## config.mk

```make
export PLATFORM = sky130hd
export DESIGN_NAME = timing_event_status_latches
export DESIGN_NICKNAME = d
export VERILOG_FILES = /design/src/timing_event_pkg.sv /design/src/timing_event_status_latches.sv
export SDC_FILE = /design/constraint.sdc
export NUM_CORES = 1
export LEC_CHECK = 0
export BUFFER_PORTS_ARGS = -buffer_cell sky130_fd_sc_hd__buf_2
export CAP_MARGIN = 20
export CORE_MARGIN = 4
export CORE_UTILIZATION = 33
export DETAILED_ROUTE_END_ITERATION = 16
export PLACE_DENSITY = 0.73
export SLEW_MARGIN = 10
export SYNTH_ARGS = -nofsm -noshare
export SYNTH_HDL_FRONTEND = slang
export SYNTH_SLANG_ARGS = --single-unit
export TNS_END_PERCENT = 5
```

## constraint.sdc

```tcl
create_clock -name clock -period 0.9 [get_ports clock]
set_input_delay 0 -clock clock [delete_from_list [all_inputs] [get_ports clock]]
set_output_delay 0 -clock clock [all_outputs]
set_load 0.02 [all_outputs]
```

## src/timing_event_pkg.sv

```systemverilog
package timing_event_pkg;
    localparam int ADDR_W = 8;
    localparam int DATA_W = 8;
    localparam int FREQ_W = 19;
    localparam int FREQ_MSB = 18;
    localparam int FREQ_LSB = 16;
    localparam int NUM_REFS = 5;

    // Register addresses
    localparam logic [7:0] ADDR_INPUT_EVT = 8'h06;
    localparam logic [7:0] ADDR_FREQ_UPPER = 8'h07;
    localparam logic [7:0] ADDR_LOOP_EVT = 8'h08;

    // Reset values and implemented-bit masks
    localparam logic [7:0] RST_INPUT_EVT = 8'h3F;
    localparam logic [7:0] RST_LOOP_EVT = 8'h50;
    localparam logic [7:0] RST_FREQ_UPPER = 8'h00;
    localparam logic [7:0] MASK_INPUT_EVT = 8'h3E;
    localparam logic [7:0] MASK_LOOP_EVT = 8'hD8;

    // Field positions
    localparam int BIT_REF_TEN = 1;
    localparam int BIT_FRAME_SYNC = 7;
    localparam int BIT_AUX_LOCK = 6;
    localparam int BIT_AUX_NO_INPUTS = 4;
    localparam int BIT_LINE2_VIOL = 3;
endpackage : timing_event_pkg

```

## src/timing_event_status_latches.sv

```systemverilog
// Overview of operation
// - Change flags for inputs ten to fourteen sit at bits 1..5, fourteen at 5.
// - A change flag sets on any validity toggle, either direction.
// - Flags hold until software writes one there; writing zero keeps them.
// - Frequency readback shows word bits 18..16 at bits 2..0; bits 7..3 zero.
// - Path select chooses main loop or auxiliary loop frequency.
// - Frame-sync monitor alarm latches bit 7 until software clears it.
// - Code violation on reference input two latches bit 3.
// - Loop event byte is readable, cleared by writing ones, resets to 0101 0000.
// - Loop event byte lives at register address 08 hex.
module timing_event_status_latches #(
    parameter int NUM_REFS = timing_event_pkg::NUM_REFS,
    parameter int FREQ_W = timing_event_pkg::FREQ_W
) (
    input wire logic clock,
    input wire logic rst,
    input wire logic [7:0] reg_addr,
    input wire logic reg_wr,
    input wire logic [7:0] reg_wdata,
    output logic [7:0] reg_rdata,
    input wire logic [NUM_REFS-1:0] ref_input_valid,
    input wire logic frame_sync_alarm_event,
    input wire logic aux_loop_locked,
    input wire logic aux_loop_no_inputs,
    input wire logic line2_code_violation,
    input wire logic [FREQ_W-1:0] main_loop_freq,
    input wire logic [FREQ_W-1:0] aux_loop_freq,
    input wire logic path_select_aux
);

    logic [7:0] input_evt_r;
    logic [7:0] input_evt_nxt;
    logic [7:0] loop_evt_r;
    logic [7:0] loop_evt_nxt;
    logic [7:0] rdata_r;
    logic [7:0] rdata_nxt;
    logic [NUM_REFS-1:0] ref_prev_r;
    logic aux_lock_prev_r;
    logic primed_r;
    logic [7:0] input_set;
    logic [7:0] loop_set;
    logic [7:0] input_clr;
    logic [7:0] loop_clr;
    logic [2:0] freq_upper;

    assign reg_rdata = rdata_r;

    // Edge history valid only after the first sampled cycle
    always_ff @(posedge clock)
    begin
        if (rst)
        begin
            primed_r <= 1'b0;
            ref_prev_r <= '0;
            aux_lock_prev_r <= 1'b0;
        end
        else
        begin
            primed_r <= 1'b1;
            ref_prev_r <= ref_input_valid;
            aux_lock_prev_r <= aux_loop_locked;
        end
    end

    generate
        for (genvar i = 0; i < 8; i++)
        begin : g_input_set
            if (i >= timing_event_pkg::BIT_REF_TEN &&
                i < timing_event_pkg::BIT_REF_TEN + NUM_REFS)
            begin : g_ref
                localparam int R = i - timing_event_pkg::BIT_REF_TEN;
                assign input_set[i] = primed_r &&
                    (ref_input_valid[R] != ref_prev_r[R]);
            end
            else
            begin : g_none
                assign input_set[i] = 1'b0;
            end
        end
    endgenerate

    always_comb
    begin
        loop_set = 8'h00;
        loop_set[timing_event_pkg::BIT_FRAME_SYNC] = frame_sync_alarm_event;
        loop_set[timing_event_pkg::BIT_AUX_LOCK] =
            primed_r && (aux_loop_locked != aux_lock_prev_r);
        loop_set[timing_event_pkg::BIT_AUX_NO_INPUTS] = aux_loop_no_inputs;
        loop_set[timing_event_pkg::BIT_LINE2_VIOL] = line2_code_violation;
    end

    assign input_clr = (reg_wr && reg_addr == timing_event_pkg::ADDR_INPUT_EVT) ?
        reg_wdata : 8'h00;
    assign loop_clr = (reg_wr && reg_addr == timing_event_pkg::ADDR_LOOP_EVT) ?
        reg_wdata : 8'h00;

    // Set beats clear
    assign input_evt_nxt = ((input_evt_r & ~input_clr) | input_set) &
        timing_event_pkg::MASK_INPUT_EVT;
    assign loop_evt_nxt = ((loop_evt_r & ~loop_clr) | loop_set) &
        timing_event_pkg::MASK_LOOP_EVT;

    always_ff @(posedge clock)
    begin
        if (rst)
        begin
            input_evt_r <= timing_event_pkg::RST_INPUT_EVT & timing_event_pkg::MASK_INPUT_EVT;
        end
        else
        begin
            input_evt_r <= input_evt_nxt;
        end
    end

    always_ff @(posedge clock)
    begin
        if (rst)
        begin
            loop_evt_r <= timing_event_pkg::RST_LOOP_EVT;
        end
        else
        begin
            loop_evt_r <= loop_evt_nxt;
        end
    end

    assign freq_upper = path_select_aux ?
        aux_loop_freq[timing_event_pkg::FREQ_MSB:timing_event_pkg::FREQ_LSB] :
        main_loop_freq[timing_event_pkg::FREQ_MSB:timing_event_pkg::FREQ_LSB];

    always_comb
    begin
        rdata_nxt = 8'h00;
        unique case (reg_addr)
            timing_event_pkg::ADDR_INPUT_EVT: rdata_nxt = input_evt_r;
            timing_event_pkg::ADDR_FREQ_UPPER: rdata_nxt = {5'h00, freq_upper};
            timing_event_pkg::ADDR_LOOP_EVT: rdata_nxt = loop_evt_r;
            default: rdata_nxt = 8'h00;
        endcase
    end

    always_ff @(posedge clock)
    begin
        if (rst)
        begin
            rdata_r <= timing_event_pkg::RST_FREQ_UPPER;
        end
        else
        begin
            rdata_r <= rdata_nxt;
        end
    end
endmodule : timing_event_status_latches

```

==> summary.txt <==
Layout
  • Antenna fix cells: 0
  • Final #Nets: 214
  • Layout Cells excl Fill: 176
  • Finished Cell Area: 0.00140 mm²
  • Layout cells sized above 1: 0.390
  • Layout Utilization: 0.545
  • Area grow syn2layout: 52.2%

Detailed routing
  • DR pass1 iterations: 4
  • Met2 Wirelength: 1240 µm
  • DRC: 0
  • Antenna viol nets, final: 0
  • Vias: 896
  • Metal-1 WL: 901 µm
  • 1st-iter DRT viols: 31
  • Top Metal Used: met4
  • Final wirelength: 2400 µm
  • WL met3: 211 µm
  • Avg WL per Cell: 13.7 µm
  • Vias/cell: 5.09

Hold path
  • Min-delay worst type: input port to register

Pwr
  • P per Cell Area: 1520 mW/mm²
  • Clock share of power: 0.362
  • Share of power burned in registers: 0.518
  • Peak supply drop: 0.00109 V
  • Net Sw Frac: 0.208
  • Internal power: 0.00169 W
  • Sw Pwr: 0.000442 W
  • Leakage: 0.641 nW
  • Overall Power: 0.00213 W
  • Combinational power share: 0.121

Timing
  • Worst Tran Pin Value: 0.324 ns
  • Final worst slack: -0.00814 ns
  • Fmax: 1100 MHz
  • # setup viols final: 2
  • Fin. max-slew vios: 0
  • Crit share post-route: 1.01
  • Tmin final: 0.908 ns
  • RSZ-0062 raised after global routing: yes
  • Max_slew headroom: 0.784
  • Worst Skew: 0.0111 ns
  • Final hold vios: 0

Setup path
  • Worst EP required: 1.11 ns
  • Max FO, Critical Path: 1
  • CP bufs+invs: 0
  • CP Class: register to register
  • Critical path startpoint category: register
  • Critical Path End Type: register
  • WP data arrival: 1.11 ns
  • Top cell family by delay on the critical path: flip-flops
  • Worst-path cell chain: xor2_1, a221o_1
  • Slowest stage delay, CP: 0.33 ns
  • CP max stage cell: dfxtp_1

Floorplan
  • # IOs: 75
  • Starting density of the core: 0.358
  • Core area: 0.00257 mm²
  • Die span in y: 60.8 µm
  • # rows: 18
  • Die Area: 0.00370 mm²
  • Die extent in x: 60.8 µm

Clock tree
  • Clk Latency, worst-skew pair: 0.31 ns
  • Cts bufs inserted: 3
  • H-tree lvl count: 1
  • CTS tree: done
  • Post-CTS setup buffers: 0
  • Worst-path clk slew: 0.14 ns
  • Clk sinks: 24
  • Root buffer cell: clkbuf_4
  • Clock Tree Buf Depth: 2

Placement
  • Place WS: -0.286 ns
  • Area after DPL: 0.00118 mm²
  • Detailed placement HPWL: 1700 µm
  • Port buffer count: 41
  • Gp weighted congestion: 0.868
  • Placed insts: 157

Run status
  • Status: finished, violations left
  • Failing checks: setup timing

Synthesis
  • Synth cell count leaders: dfxtp_1 (24), nor2b_1 (9), nand4_1 (7)
  • Number of flops mapped to enable cells by yosys: 0
  • Most numerous cell in the Yosys netlist: dfxtp_1
  • Post-synth top area share: 0.522
  • Mean post-synth cell area: 10.8 µm²
  • Cell count after synthesis: 85
  • Synth cell types: 23
  • Post-synthesis net count: 152
  • Synth Register Bits: 24
  • Top cells by area, synth: dfxtp_1 (52%), a221o_1 (6.5%), nor2b_1 (6.1%), xor2_1 (5.7%), nand4_1 (4.8%)
  • Synth Cell Area: 920 µm²
  • Sequential element share of the synthesized area: 0.522
  • Async S/R FF share, synth: 0
  • Top_reg_cell synth: dfxtp_1
  • Leading area contributor after synthesis: dfxtp_1
  • YS warnings: 0

Global routing
  • Initial antenna violation count: 0
  • Overflow after GRT: 0
  • Largest net degree at the start of global routing: 19
  • Vias in the first global route: 821
  • GRT Total Usage: 0.133
  • First-pass GRT wire length: 3620 µm

Flow run
  • Max Cap Violations: 0
==> state kept, by name (all words and copies together) (netlist names) <==
register / count
aux_lock_prev_r: 1
input_evt_r: 5
loop_evt_r: 4
primed_r: 1
ref_prev_r: 5
reg_rdata: 8
==> cell families (layout without fill, tap and decap cells) <==
group	count (synthesis)	after routing	synth area share
mux	3	3	0.0327
xor+xnor	6	6	0.0571
flops	24	24	0.522
compound gates	13	13	0.127
buf+inv	5	66	0.0204
simple gates	34	34	0.241
==> worst paths after layout <==
path,start,end,slack [ns],cells past startpoint
setup / recovery,ref_prev_r[4],input_evt_r[5],-0.008,2
hold / removal,reg_wdata[3],input_evt_r[3],0.007,3
setup reg to reg,ref_prev_r[4],input_evt_r[5],-0.008,2
hold reg to reg,input_evt_r[5],reg_rdata[5],0.49,1
==> cell usage in the layout (no fill, tap or decap) <==
| cell type | count |
|---|---|
| nand3_1 | 1 |
| dfxtp_2 | 4 |
| nor3_1 | 1 |
| nor2_1 | 6 |
| or3_4 | 1 |
| a211oi_1 | 2 |
| or4_1 | 1 |
| a311oi_1 | 2 |
| bufinv_16 | 1 |
| nor2b_1 | 9 |
| dlymetal6s4s_1 | 1 |
| buf_2 | 41 |
| nor4_4 | 1 |
| a211o_1 | 1 |
| inv_1 | 1 |
| clkbuf_4 | 3 |
| and3_1 | 3 |
| xor2_1 | 6 |
| dfxtp_1 | 20 |
| nand4_1 | 7 |
| and2_1 | 1 |
| and3b_1 | 1 |
| a221o_1 | 6 |
| dlygate4sd3_1 | 14 |
| mux2i_1 | 3 |
| nor3b_2 | 1 |
| nor3b_1 | 1 |
| a22oi_1 | 2 |
| buf_4 | 5 |
==> per-stage QoR <==
| step | TNS, ns | hold slack [ns] |
|---|---|---|
| CTS | -0.0403 | 0.00164 |
| floorplan | -0.597 | 0.0944 |
| finish | -0.0162 | 0.00680 |
| global placement | -2.63 | 0.182 |
| global route | -0.149 | 0.000662 |
| detailed placement | -2.72 | 0.188 |
==> area by class of cell <==
cell class | count | area [µm²]
Clock buffer | 3 | 22.5
Clock inverter | 1 | 30.0
Fill cell | 236 | 1170
Inverter | 1 | 3.75
Multi-Input combinational cell | 56 | 425
Sequential cell | 24 | 485
Tap cell | 30 | 37.5
Timing Repair Buffer | 61 | 395
==> timing repair <==
item                                    4_1_cts  5_1_grt
hold buffers                                 12        3
endpoints found under the hold margin        12        3
resized for setup                             2        4
pin swaps                                     2        2
endpoints found under the setup margin        6        7
==> tightest hold or removal path: stages <==
cell,delay [ns]
buf_2,0.11
nand4_1,0.06
a221o_1,0.12
==> power groups by stage <==
stage	combinational [W]	sequential, W	clock [W]
after global placement	0.000196	0.00112	0
after global routing	0.000282	0.00111	0.000817
after floorplan	0.0000819	0.00112	0
final	0.000257	0.00110	0.000770
after CTS	0.000241	0.00110	0.000769
after detailed placement	0.000201	0.00112	0
==> metal layers <==
metal / track usage / vias to the layer above
met5: 0 / -
met4: 0.0619 / 0
met3: 0.0340 / 4
met2: 0.223 / 44
met1: 0.159 / 408
li1: - / 440
Note: power is estimated with default switching activity, not from simulation.
